==> src/pin_mux_pkg.sv <==
// Operation
// - Host select 0 gives the pins to the microcontroller as a two-way port.
// - Host select 1 with mode bits 01 or 10 puts the floppy drive interface there.
// - Host select 1 with mode bits 00 or 11 gives the pins to the legacy port.
// - Under legacy ownership the legacy port's power-down state decides the pins.
// - Under floppy ownership the floppy controller's power-down state decides the pins.
// - Microcontroller outputs always drive, floating only while power-good is low.
// - Without ownership a legacy data read returns the last data written.
// - Without ownership the control read shows strobe, feed, select-in 0 and init 1.
// - Without ownership the status read shows busy, paper, selected 0, ack, error 1.
// - The port-enable bit only matters while the legacy port owns the pins.
// - Floppy mode maps each drive signal to its fixed port pin.
// - Dual-drive drives both motor/select pairs; single-drive drives only one pair.
// - The floppy sub-mode comes from bits 4:3 of the device mode register.
// - Drive swap 0 puts drive 1 on the port pins; 1 puts drive 0 there.
// - An inactive or powered-down owner leaves every pin floating.
package pin_mux_pkg;
  // ===========================================================================
  // Pins
  localparam int unsigned NUM_PINS      = 17;
  localparam int unsigned PIN_STROBE    = 0;
  localparam int unsigned PIN_DATA0     = 1;
  localparam int unsigned PIN_ACK       = 9;
  localparam int unsigned PIN_BUSY      = 10;
  localparam int unsigned PIN_PAPER_END = 11;
  localparam int unsigned PIN_SELECTED  = 12;
  localparam int unsigned PIN_AUTO_FEED = 13;
  localparam int unsigned PIN_ERROR     = 14;
  localparam int unsigned PIN_INIT      = 15;
  localparam int unsigned PIN_SELECT_IN = 16;
  localparam logic [16:0] MCU_OUT_MASK  = 17'h1a001;
  localparam logic [16:0] MCU_DATA_MASK = 17'h001fe;
  // ===========================================================================
  // Floppy signal vectors
  localparam int unsigned FO_COUNT = 10;
  localparam int unsigned FO_SEL0 = 0, FO_SEL1 = 1, FO_MOTOR0 = 2, FO_MOTOR1 = 3;
  localparam int unsigned FO_WRITE_DATA = 4, FO_WRITE_GATE = 5, FO_DENSITY = 6;
  localparam int unsigned FO_HEAD = 7, FO_DIR = 8, FO_STEP = 9;
  localparam int unsigned FI_COUNT = 7;
  // ===========================================================================
  // Registers
  localparam logic [7:0]  REG_DEVICE_MODE_IDX = 8'h25;
  localparam logic [11:0] ADDR_DEVICE_MODE    = {2'h0, REG_DEVICE_MODE_IDX, 2'h0};
  localparam logic [11:0] ADDR_OWNER_CTRL     = 12'h000;
  localparam logic [11:0] ADDR_FLOPPY_MODE    = 12'h004;
  localparam logic [11:0] ADDR_DISABLE        = 12'h008;
  localparam logic [11:0] ADDR_STATUS         = 12'h00c;
  localparam int unsigned MODE_LO = 3, OWN_HOST_SEL = 0, OWN_FDC_ACT = 1, OWN_FDC_PD = 2;
  localparam int unsigned OWN_PP_ACT = 3, OWN_PP_PD = 4, FM_DRIVE_SWAP = 4, DIS_PORT_EN = 7;
  localparam logic [7:0]  DEVICE_MODE_RST = 8'h00;
  localparam logic [7:0]  OWNER_CTRL_RST  = 8'h00;
  localparam logic [7:0]  FLOPPY_MODE_RST = 8'h00;
  localparam logic [7:0]  DISABLE_RST     = 8'h00;
  // ===========================================================================
  // Legacy port readback when disconnected
  localparam logic [7:0] CTRL_DISC_MASK = 8'h0f;
  localparam logic [7:0] CTRL_DISC_VAL  = 8'h04;
  localparam logic [7:0] STAT_DISC_MASK = 8'hf8;
  localparam logic [7:0] STAT_DISC_VAL  = 8'h48;
  typedef enum logic [2:0] {
    OWN_MCU    = 3'h1,
    OWN_FLOPPY = 3'h2,
    OWN_HOST   = 3'h4
  } owner_t;
endpackage

==> src/mux_ctrl_if.sv <==
`timescale 1ns/1ns
`default_nettype none
interface mux_ctrl_if;
  import pin_mux_pkg::*;
  logic                host_sel;
  logic [1:0]          mode_bits;
  logic                fdc_active;
  logic                fdc_pd;
  logic                pp_active;
  logic                pp_pd;
  logic                port_en;
  logic                power_good;
  logic                drive_swap;
  owner_t              owner;
  logic                live;
  logic                single_mode;
  logic [FO_COUNT-1:0] fdc_out;
  logic [FI_COUNT-1:0] fdc_in;
  logic [NUM_PINS-1:0] pin_s;
  logic [NUM_PINS-1:0] fl_oe;
  modport top (output host_sel, mode_bits, fdc_active, fdc_pd, pp_active, pp_pd, port_en,
               power_good, drive_swap, fdc_out, pin_s,
               input owner, live, single_mode, fdc_in, fl_oe);
  modport decode (input host_sel, mode_bits, fdc_active, fdc_pd, pp_active, pp_pd, port_en,
                  power_good, output owner, live, single_mode);
  modport router (input single_mode, drive_swap, fdc_out, pin_s, output fdc_in, fl_oe);
endinterface
`default_nettype wire

==> src/floppy_route.sv <==
`timescale 1ns/1ns
`default_nettype none
module floppy_route import pin_mux_pkg::*; (
  mux_ctrl_if.router ctl
);
  logic pair0_on;
  logic pair1_on;
  // Drive outputs are open drain: enable only while the signal is asserted low.
  always_comb begin
    pair0_on  = ~ctl.single_mode | ctl.drive_swap;
    pair1_on  = ~ctl.single_mode | ~ctl.drive_swap;
    ctl.fl_oe = '0;
    ctl.fl_oe[PIN_STROBE]    = pair0_on & ~ctl.fdc_out[FO_SEL0];
    ctl.fl_oe[PIN_DATA0+6]   = pair0_on & ~ctl.fdc_out[FO_MOTOR0];
    ctl.fl_oe[PIN_ACK]       = pair1_on & ~ctl.fdc_out[FO_SEL1];
    ctl.fl_oe[PIN_BUSY]      = pair1_on & ~ctl.fdc_out[FO_MOTOR1];
    ctl.fl_oe[PIN_PAPER_END] = ~ctl.fdc_out[FO_WRITE_DATA];
    ctl.fl_oe[PIN_SELECTED]  = ~ctl.fdc_out[FO_WRITE_GATE];
    ctl.fl_oe[PIN_AUTO_FEED] = ~ctl.fdc_out[FO_DENSITY];
    ctl.fl_oe[PIN_ERROR]     = ~ctl.fdc_out[FO_HEAD];
    ctl.fl_oe[PIN_INIT]      = ~ctl.fdc_out[FO_DIR];
    ctl.fl_oe[PIN_SELECT_IN] = ~ctl.fdc_out[FO_STEP];
    ctl.fdc_in = {ctl.pin_s[PIN_DATA0+7], ctl.pin_s[PIN_DATA0+5:PIN_DATA0]};
  end
endmodule
`default_nettype wire

==> src/owner_decode.sv <==
`timescale 1ns/1ns
`default_nettype none
module owner_decode import pin_mux_pkg::*; #(
  parameter logic [1:0] SINGLE_PATTERN = 2'h1
) (
  mux_ctrl_if.decode ctl
);
  always_comb begin
    ctl.single_mode = (ctl.mode_bits == SINGLE_PATTERN);
    if (!ctl.host_sel) begin
      ctl.owner = OWN_MCU;
      ctl.live  = ctl.power_good;
    end else if (ctl.mode_bits[0] ^ ctl.mode_bits[1]) begin
      ctl.owner = OWN_FLOPPY;
      // The port-enable bit is deliberately left out here.
      ctl.live  = ctl.fdc_active & ~ctl.fdc_pd;
    end else begin
      ctl.owner = OWN_HOST;
      ctl.live  = ctl.pp_active & ~ctl.pp_pd & ctl.port_en;
    end
  end
endmodule
`default_nettype wire

==> src/parallel_port_pin_owner_mux.sv <==
`timescale 1ns/1ns
`default_nettype none
module parallel_port_pin_owner_mux import pin_mux_pkg::*; #(
  parameter logic [1:0] SINGLE_PATTERN = 2'h1
) (
  input  wire logic                pclk,
  input  wire logic                presetn,
  input  wire logic                psel,
  input  wire logic                penable,
  input  wire logic                pwrite,
  input  wire logic [11:0]         paddr,
  input  wire logic [31:0]         pwdata,
  output logic      [31:0]         prdata,
  output logic                     pready,
  output logic                     pslverr,
  input  wire logic                power_good_pin,
  input  wire logic [NUM_PINS-1:0] pin_i,
  output logic      [NUM_PINS-1:0] pin_o,
  output logic      [NUM_PINS-1:0] pin_oe,
  output logic      [NUM_PINS-1:0] pin_sampled,
  input  wire logic [NUM_PINS-1:0] mcu_o,
  input  wire logic                mcu_data_out_en,
  input  wire logic [NUM_PINS-1:0] lp_o,
  input  wire logic [NUM_PINS-1:0] lp_oe,
  input  wire logic                lp_data_wr_stb,
  input  wire logic [7:0]          lp_data_wr,
  input  wire logic [7:0]          lp_data_rd_in,
  input  wire logic [7:0]          lp_ctrl_rd_in,
  input  wire logic [7:0]          lp_status_rd_in,
  output logic      [7:0]          lp_data_rd,
  output logic      [7:0]          lp_ctrl_rd,
  output logic      [7:0]          lp_status_rd,
  input  wire logic [FO_COUNT-1:0] fdc_drive_out,
  output logic      [FI_COUNT-1:0] fdc_drive_in
);
  // ===========================================================================
  // State
  typedef struct packed {
    logic [NUM_PINS-1:0] pin_m;
    logic [NUM_PINS-1:0] pin_s;
    logic                pg_m;
    logic                pg_s;
    logic [7:0]          dev_mode;
    logic [7:0]          owner_ctrl;
    logic [7:0]          floppy_mode;
    logic [7:0]          disable_r;
    logic [31:0]         rdata;
    logic                err;
    logic [7:0]          data_shadow;
    logic [7:0]          lp_data;
    logic [7:0]          lp_ctrl;
    logic [7:0]          lp_status;
    logic [NUM_PINS-1:0] pin_o;
    logic [NUM_PINS-1:0] pin_oe;
  } state_t;

  state_t state_q;
  state_t state_d;
  logic   setup_phase;
  logic   access_phase;

  mux_ctrl_if ctl ();

  // ===========================================================================
  // Ownership decode and floppy routing
  owner_decode #(
    .SINGLE_PATTERN (SINGLE_PATTERN)
  ) u_decode (
    .ctl (ctl.decode)
  );

  floppy_route u_route (
    .ctl (ctl.router)
  );

  assign ctl.host_sel   = state_q.owner_ctrl[OWN_HOST_SEL];
  assign ctl.mode_bits  = state_q.dev_mode[MODE_LO+1:MODE_LO];
  assign ctl.fdc_active = state_q.owner_ctrl[OWN_FDC_ACT];
  assign ctl.fdc_pd     = state_q.owner_ctrl[OWN_FDC_PD];
  assign ctl.pp_active  = state_q.owner_ctrl[OWN_PP_ACT];
  assign ctl.pp_pd      = state_q.owner_ctrl[OWN_PP_PD];
  assign ctl.port_en    = state_q.disable_r[DIS_PORT_EN];
  assign ctl.power_good = state_q.pg_s;
  assign ctl.drive_swap = state_q.floppy_mode[FM_DRIVE_SWAP];
  assign ctl.fdc_out    = fdc_drive_out;
  assign ctl.pin_s      = state_q.pin_s;

  // ===========================================================================
  // Register access helpers
  function automatic logic addr_hit(input logic [11:0] a);
    if (a == ADDR_DEVICE_MODE) begin
      return 1'b1;
    end else if (a == ADDR_OWNER_CTRL || a == ADDR_FLOPPY_MODE) begin
      return 1'b1;
    end else if (a == ADDR_DISABLE || a == ADDR_STATUS) begin
      return 1'b1;
    end else begin
      return 1'b0;
    end
  endfunction

  function automatic logic [31:0] read_value(input logic [11:0] a, input state_t s,
                                             input logic [5:0] st);
    if (a == ADDR_DEVICE_MODE) begin
      return {24'h000000, s.dev_mode};
    end else if (a == ADDR_OWNER_CTRL) begin
      return {24'h000000, s.owner_ctrl};
    end else if (a == ADDR_FLOPPY_MODE) begin
      return {24'h000000, s.floppy_mode};
    end else if (a == ADDR_DISABLE) begin
      return {24'h000000, s.disable_r};
    end else if (a == ADDR_STATUS) begin
      return {26'h0, st};
    end else begin
      return 32'h00000000;
    end
  endfunction

  assign setup_phase  = psel & ~penable;
  assign access_phase = psel & penable;

  // ===========================================================================
  // Next state
  always_comb begin
    state_d = state_q;

    // Pins and power-good come from outside; two flops before any use.
    state_d.pin_m = pin_i;
    state_d.pin_s = state_q.pin_m;
    state_d.pg_m  = power_good_pin;
    state_d.pg_s  = state_q.pg_m;

    // Read data and error are captured in the setup cycle, so the access
    // cycle can complete at once with both already in flops.
    if (setup_phase) begin
      state_d.err   = ~addr_hit(paddr);
      state_d.rdata = read_value(paddr, state_q,
                                 {ctl.single_mode, state_q.pg_s, ctl.live, ctl.owner});
    end

    if (access_phase && pwrite) begin
      if (paddr == ADDR_DEVICE_MODE) begin
        state_d.dev_mode = pwdata[7:0];
      end else if (paddr == ADDR_OWNER_CTRL) begin
        state_d.owner_ctrl = pwdata[7:0];
      end else if (paddr == ADDR_FLOPPY_MODE) begin
        state_d.floppy_mode = pwdata[7:0];
      end else if (paddr == ADDR_DISABLE) begin
        state_d.disable_r = pwdata[7:0];
      end
    end

    // The shadow keeps tracking host writes even while the host owns the pins,
    // so a later loss of ownership reads back the true last value.
    if (lp_data_wr_stb) begin
      state_d.data_shadow = lp_data_wr;
    end

    if (ctl.owner == OWN_HOST) begin
      state_d.lp_data   = lp_data_rd_in;
      state_d.lp_ctrl   = lp_ctrl_rd_in;
      state_d.lp_status = lp_status_rd_in;
    end else begin
      state_d.lp_data   = lp_data_wr_stb ? lp_data_wr : state_q.data_shadow;
      state_d.lp_ctrl   = (lp_ctrl_rd_in & ~CTRL_DISC_MASK) | CTRL_DISC_VAL;
      state_d.lp_status = (lp_status_rd_in & ~STAT_DISC_MASK) | STAT_DISC_VAL;
    end

    // A dead owner floats every pin rather than leaving stale drive.
    case (ctl.owner)
      OWN_MCU: begin
        state_d.pin_o  = mcu_o;
        state_d.pin_oe = ctl.live ? (MCU_OUT_MASK | (mcu_data_out_en ? MCU_DATA_MASK
                                                                      : '0)) : '0;
      end
      OWN_FLOPPY: begin
        state_d.pin_o  = '0;
        state_d.pin_oe = ctl.live ? ctl.fl_oe : '0;
      end
      OWN_HOST: begin
        state_d.pin_o  = lp_o;
        state_d.pin_oe = ctl.live ? lp_oe : '0;
      end
      default: begin
        state_d.pin_o  = '0;
        state_d.pin_oe = '0;
      end
    endcase
  end

  // ===========================================================================
  // State register
  always_ff @(posedge pclk or negedge presetn) begin
    if (!presetn) begin
      state_q             <= '0;
      state_q.dev_mode    <= DEVICE_MODE_RST;
      state_q.owner_ctrl  <= OWNER_CTRL_RST;
      state_q.floppy_mode <= FLOPPY_MODE_RST;
      state_q.disable_r   <= DISABLE_RST;
    end else begin
      state_q <= state_d;
    end
  end

  // ===========================================================================
  // Outputs
  assign prdata       = state_q.rdata;
  assign pready       = 1'b1;
  assign pslverr      = state_q.err;
  assign pin_o        = state_q.pin_o;
  assign pin_oe       = state_q.pin_oe;
  assign pin_sampled  = state_q.pin_s;
  assign lp_data_rd   = state_q.lp_data;
  assign lp_ctrl_rd   = state_q.lp_ctrl;
  assign lp_status_rd = state_q.lp_status;
  assign fdc_drive_in = ctl.fdc_in;
endmodule
`default_nettype wire

==> config.mk <==
export PLATFORM = sky130hd
export DESIGN_NAME = parallel_port_pin_owner_mux
export DESIGN_NICKNAME = d
export VERILOG_FILES = /design/src/pin_mux_pkg.sv /design/src/mux_ctrl_if.sv /design/src/floppy_route.sv /design/src/owner_decode.sv /design/src/parallel_port_pin_owner_mux.sv
export SDC_FILE = /design/constraint.sdc
export NUM_CORES = 1
export LEC_CHECK = 0
export BUFFER_PORTS_ARGS = -buffer_cell sky130_fd_sc_hd__buf_2
export CAP_MARGIN = 20
export CORE_UTILIZATION = 43
export CTS_CLUSTER_SIZE = 14
export DETAILED_ROUTE_END_ITERATION = 10
export HOLD_SLACK_MARGIN = 0.12
export PLACE_DENSITY_LB_ADDON = 0.25
export SLEW_MARGIN = 25
export SYNTH_ARGS = -nofsm -noshare
export SYNTH_HDL_FRONTEND = slang
export SYNTH_SLANG_ARGS = --single-unit
==> constraint.sdc <==
create_clock -name pclk -period 2.2 [get_ports pclk]
set_clock_uncertainty 0.15 [all_clocks]
set_input_delay 0.44 -clock pclk [delete_from_list [all_inputs] [get_ports pclk]]
set_output_delay 0.44 -clock pclk [all_outputs]
set_load 0.1 [all_outputs]
==> Word-level counts from Yosys, hierarchy flattened <==
Cells that the tools add are included.
{ "totals": {"inputBits": 162, "word_cells": 83, "register_bits": 167} }
{ "classes": {"reduce_logical": 8, "bitwise_logic": 31, "eq_ne": 8, "muxes": 20} }
{ "op_table": {"columns": ["cell", "count"], "rows": [
  ["34-bit one-hot mux with 3 select lines", 1],
  ["17-bit 2-to-1 mux", 3],
  ["8-bit 2-to-1 mux", 5],
  ["12-bit by 4-bit equality test with 1-bit output, second input constant", 2],
  ["24-bit 2-to-1 mux", 1],
  ["1-bit NOT", 19],
  ["12-bit by 3-bit equality test with 1-bit output, second input constant", 1],
  ["12-bit by 8-bit equality test with 1-bit output, second input constant", 1],
  ["12-bit logical NOT", 1],
  ["1-bit AND", 9],
  ["9-bit 2-to-1 mux", 1],
  ["1-bit 2-to-1 mux", 6],
  ["3-bit 2-to-1 mux", 2],
  ["6-bit 2-to-1 mux", 1],
  ["5-bit AND reduction", 1],
  ["4-bit AND reduction", 1],
  ["3-bit by 1-bit equality test with 1-bit output, second input constant", 1],
  ["3-bit by 2-bit equality test with 1-bit output, second input constant", 1],
  ["3-bit equality test, second input constant", 1],
  ["3-bit AND reduction", 1],
  ["2-bit by 1-bit equality test with 1-bit output, second input constant", 1],
  ["1-bit logical OR", 2],
  ["1-bit OR", 2],
  ["2-bit AND reduction", 1],
  ["other kinds (2)", 2]
]} }

==> Depth between registers and ports, before layout <==
{ "logic_depth": {"word_depth": 10, "ltp_mapped": 8} }

==> By module <==
From an unflattened synthesis, not the netlist that was laid out.
{ "hier_totals": {"cells_unflattened": 502, "hier_area_um2": 6236.0} }
{ "by_module_without_submodules": {"columns": ["mod", "seq_area_each_um2", "cells_per_inst", "area_each_um2", "instances"], "rows": [
  ["parallel_port_pin_owner_mux", 3578.4, 467, 6005.8, 1],
  ["floppy_route", 0.0, 26, 162.7, 1],
  ["owner_decode", 0.0, 9, 67.6, 1]
]} }

==> Least setup slack after synthesis <==
Ideal clock, no wire load.
{ "synth_path": {"path_kind": "input port to flip-flop", "from": "input port paddr[1]", "to": "register state_q (netlist bit ctl.mode_bits[0])", "n_path_buf": 0, "cell_stages": 3, "arrival_time_ns": 1.852, "slack_ns": 0.073, "setup_time_ns": 0.125, "t_required_ns": 1.925, "path_cell_list": "or4_1 -> nor4_4 -> mux2_2"} }
{ "synth_between": {"elab_chain_cells": 2} }
{ "synth_lines": {"columns": ["item", "line", "source"], "rows": [
  ["from (decl)", "parallel_port_pin_owner_mux.sv:11", "input wire logic [11:0] paddr,"],
  ["12-bit by 8-bit equality test with 1-bit output", "parallel_port_pin_owner_mux.sv:142", "if (paddr == ADDR_DEVICE_MODE) begin"],
  ["2-bit AND reduction (no line)", null, null],
  ["to (signal assigned)", "parallel_port_pin_owner_mux.sv:201", "state_q <= state_d;"],
  ["to (decl)", "parallel_port_pin_owner_mux.sv:57", "state_t state_q;"]
]} }
No other way between the ends.
A chain may end at the register's enable or synchronous reset.

==> flow_summary.toml <==
[synthesis]
yosysWarnings = 0
synth_top_area_frac = 0.580
seq_area_frac_synth = 0.580
yosys-top-cells-count = "dfrtp_1 (143), buf_4 (115), mux2_2 (39)"
synth_top_area_cell = "dfrtp_1"
synth_edf_count = 0
syn_area_mm2 = 0.00617
synthDistinctLibCells = 50
synth.area.top_cells = "dfrtp_1 (58%), buf_4 (14%), mux2_2 (7.1%)"
synthCells = 525
ys_ff_latch = 143
async_flop_share = 1.00
yosysMostFrequentCell = "dfrtp_1"
synth-main-ff-cell = "dfrtp_1"
avgSynthCellArea_um2 = 11.8

[cells_and_area]
drive_gt1_frac = 0.421
nets = 933
antenna_cells = 0
fin_cells = 963
multi_input_area_mm2 = 0.00167
nFillCells = 1108
fin_area_mm2 = 0.00834
syn_to_final_growth_pct = 35.1
post-route-util = 0.598
seq_area_mm2 = 0.00358

[hold_path]
hp-class = "primary input to flop"

[job]
cap_viol_max_count = 0

[worst_setup_path]
critPathKind = "flop to flop"
crit_buf_inv = 1
crit_path_end_kind = "flop"
cp_top_family = "adder cells"
startpoint_type = "flop"
cp.arrival_ps = 2160
crit_chain = "ha_1 > and2_1 > buf_4 > nand2_1 > o21ai_0"
max_stage_delay_ps = 470
crit_fanout = 15
crit_required_ps = 2320
cp_slowest_cell = "ha_1"

[routing]
dr_total_vias = 4499
wl_per_cell_um = 15.5
wirelength_um = 15000
first_pass_iters = 4
drt-vias-per-instance = 4.67
initialDrtViolationCount = 186
drt.antenna.violating_nets = 0
drc = 0

[placed_design]
placedInstanceArea_mm2 = 0.00690
dp_hpwl_um = 10300
place_inst = 847
place_congestion = 0.826
pre_cts_slack_ps = -136
port_buffers = 228

[timing]
hold_viol_final = 0
slew_headroom = 0.642
fin_crit_ps = 2040
rsz0062_at_grt = "false"
fmax_mhz = 489
fin_ws_ps = 156
tns_ps = 0
worst_slew_pin_slew_ps = 541
hold_ws_ps = 127
min_period_over_period = 0.929
setup_viol = 0
drv_slew = 0

[clock_tree]
clockBufferDepth = 2
postCtsSetupRepairBufs = 0
path_clk_slew_ps = 60
clkLatencyLatePin_ps = 410
cts_tree = "done"
htreeDepth = 4
cts_buffers = 17
cts.sinks = 143
cts_root_buffer = "clkbuf_16"

[global_routing]
grt_pass1_wl_um = 22700
grt.met2_usage = 0.369
grtUsageTotal = 0.206
grt_pass1_vias = 4604
grt_use_met1 = 0.227
grt_overflow = 0
grt_antenna_before_repair = 0
use_met3 = 0.0576
busiest_layer = "met2"
grt_max_degree = 49

[die]
die-area_mm2 = 0.0148
num_io_pins = 278
die_w_um = 122
initial_core_util = 0.443
die_h_um = 122
row_count = 43
fp.coreArea_mm2 = 0.0139

[pwr]
leakagePower_nw = 4.30
p_per_area_mw_per_mm2 = 815
power_mw = 6.79
vdd_drop_max_mv = 0.521

[status]
status = "finished, final reports clean"
cells by family after synthesis:
logic type,after synthesis,share of synthesized area
buf+inv,154,0.165
mux,43,0.0819
other cells,2,0.00122
fa+ha+maj,1,0.00203
flops,143,0.580
compound gates,71,0.0708
simple gates,111,0.0989
registers in the layout (all words and copies together) (netlist names):
register and cells:
lp_ctrl_rd 8, ctl.pp_pd 1, lp_data_rd 8, pin_o 17, ctl.mode_bits 2, ctl.pp_active 1
ctl.fdc_active 1, pin_sampled 17, pin_oe 17, ctl.drive_swap 1, pslverr 1, ctl.power_good 1
ctl.port_en 1, prdata 8, state_d 18, lp_status_rd 8, ctl.fdc_pd 1, ctl.host_sel 1
state_q 31
cell type report:
class,instances,area share
clock inverter,9,0.0129
tap,180,0.0270
sequential,143,0.429
inverter,23,0.0104
multi-input combinational,251,0.200
timing repair buffer,334,0.263
clock buffer,23,0.0573
routing by layer:
metal | wire (µm) | vias up
li1 | - | 2101
met1 | 5880 | 2204
met2 | 7830 | 169
met3 | 928 | 25
met4 | 333 | 0
met5 | 0 | -
cells in the final DEF (no fill, tap or decap), types with 3 or more instances in the layout:
cell type        n
nor2b_1          5
clkinv_2         3
conb_1          25
mux2_2          39
nor4_1           4
nor2_1          30
dfrtp_1        143
a21o_1           8
a22oi_1          9
nor3b_1          3
o21ai_0         37
and3_1           8
clkbuf_16       17
inv_1           23
buf_4           19
a21oi_1          6
nand2_1         32
clkbuf_1         3
clkbuf_8         3
nor3_2           3
buf_12           3
nand3_1          3
nand2b_1         7
buf_2          227
dlygate4sd3_1   84
power by group:
| part | leakage, nW | switching, mW | internal [mW] |
|---|---|---|---|
| Combinational | 2.24 | 0.945 | 0.294 |
| Clock | 0.284 | 1.04 | 1.76 |
| Sequential | 1.78 | 0.0264 | 2.73 |
| Total | 4.30 | 2.01 | 4.78 |
repair_timing:
item | CTS | global route
gates resized for setup | 0 | 1
endpoints found under the hold margin | 105 | 1
hold buffers | 83 | 1
setup endpoints to repair | 0 | 2
final timing paths:
check	startpoint	endpoint	slack, ps	depth (start not counted)
hold reg to reg	state_d[140]$_DFF_PN0_	pin_sampled[7]$_DFF_PN0_	200	0
min in group asynchronous	presetn	pin_oe[5]$_DFF_PN0_	370	2
hold / removal	lp_o[15]	pin_o[15]$_DFF_PN0_	130	3
setup reg to reg	ctl.mode_bits[0]$_DFFE_PN0P_	pin_o[8]$_DFF_PN0_	160	5
setup / recovery	ctl.mode_bits[0]$_DFFE_PN0P_	pin_o[8]$_DFF_PN0_	160	5
max in group asynchronous	presetn	pslverr$_DFFE_PN0P_	940	3
worst register-to-register path: stages, from the launching register on:
cell	delay (ps)
dfrtp_1	410
ha_1	470
and2_1	370
buf_4	270
nand2_1	70
o21ai_0	160
(Power assumes the default switching activity.)
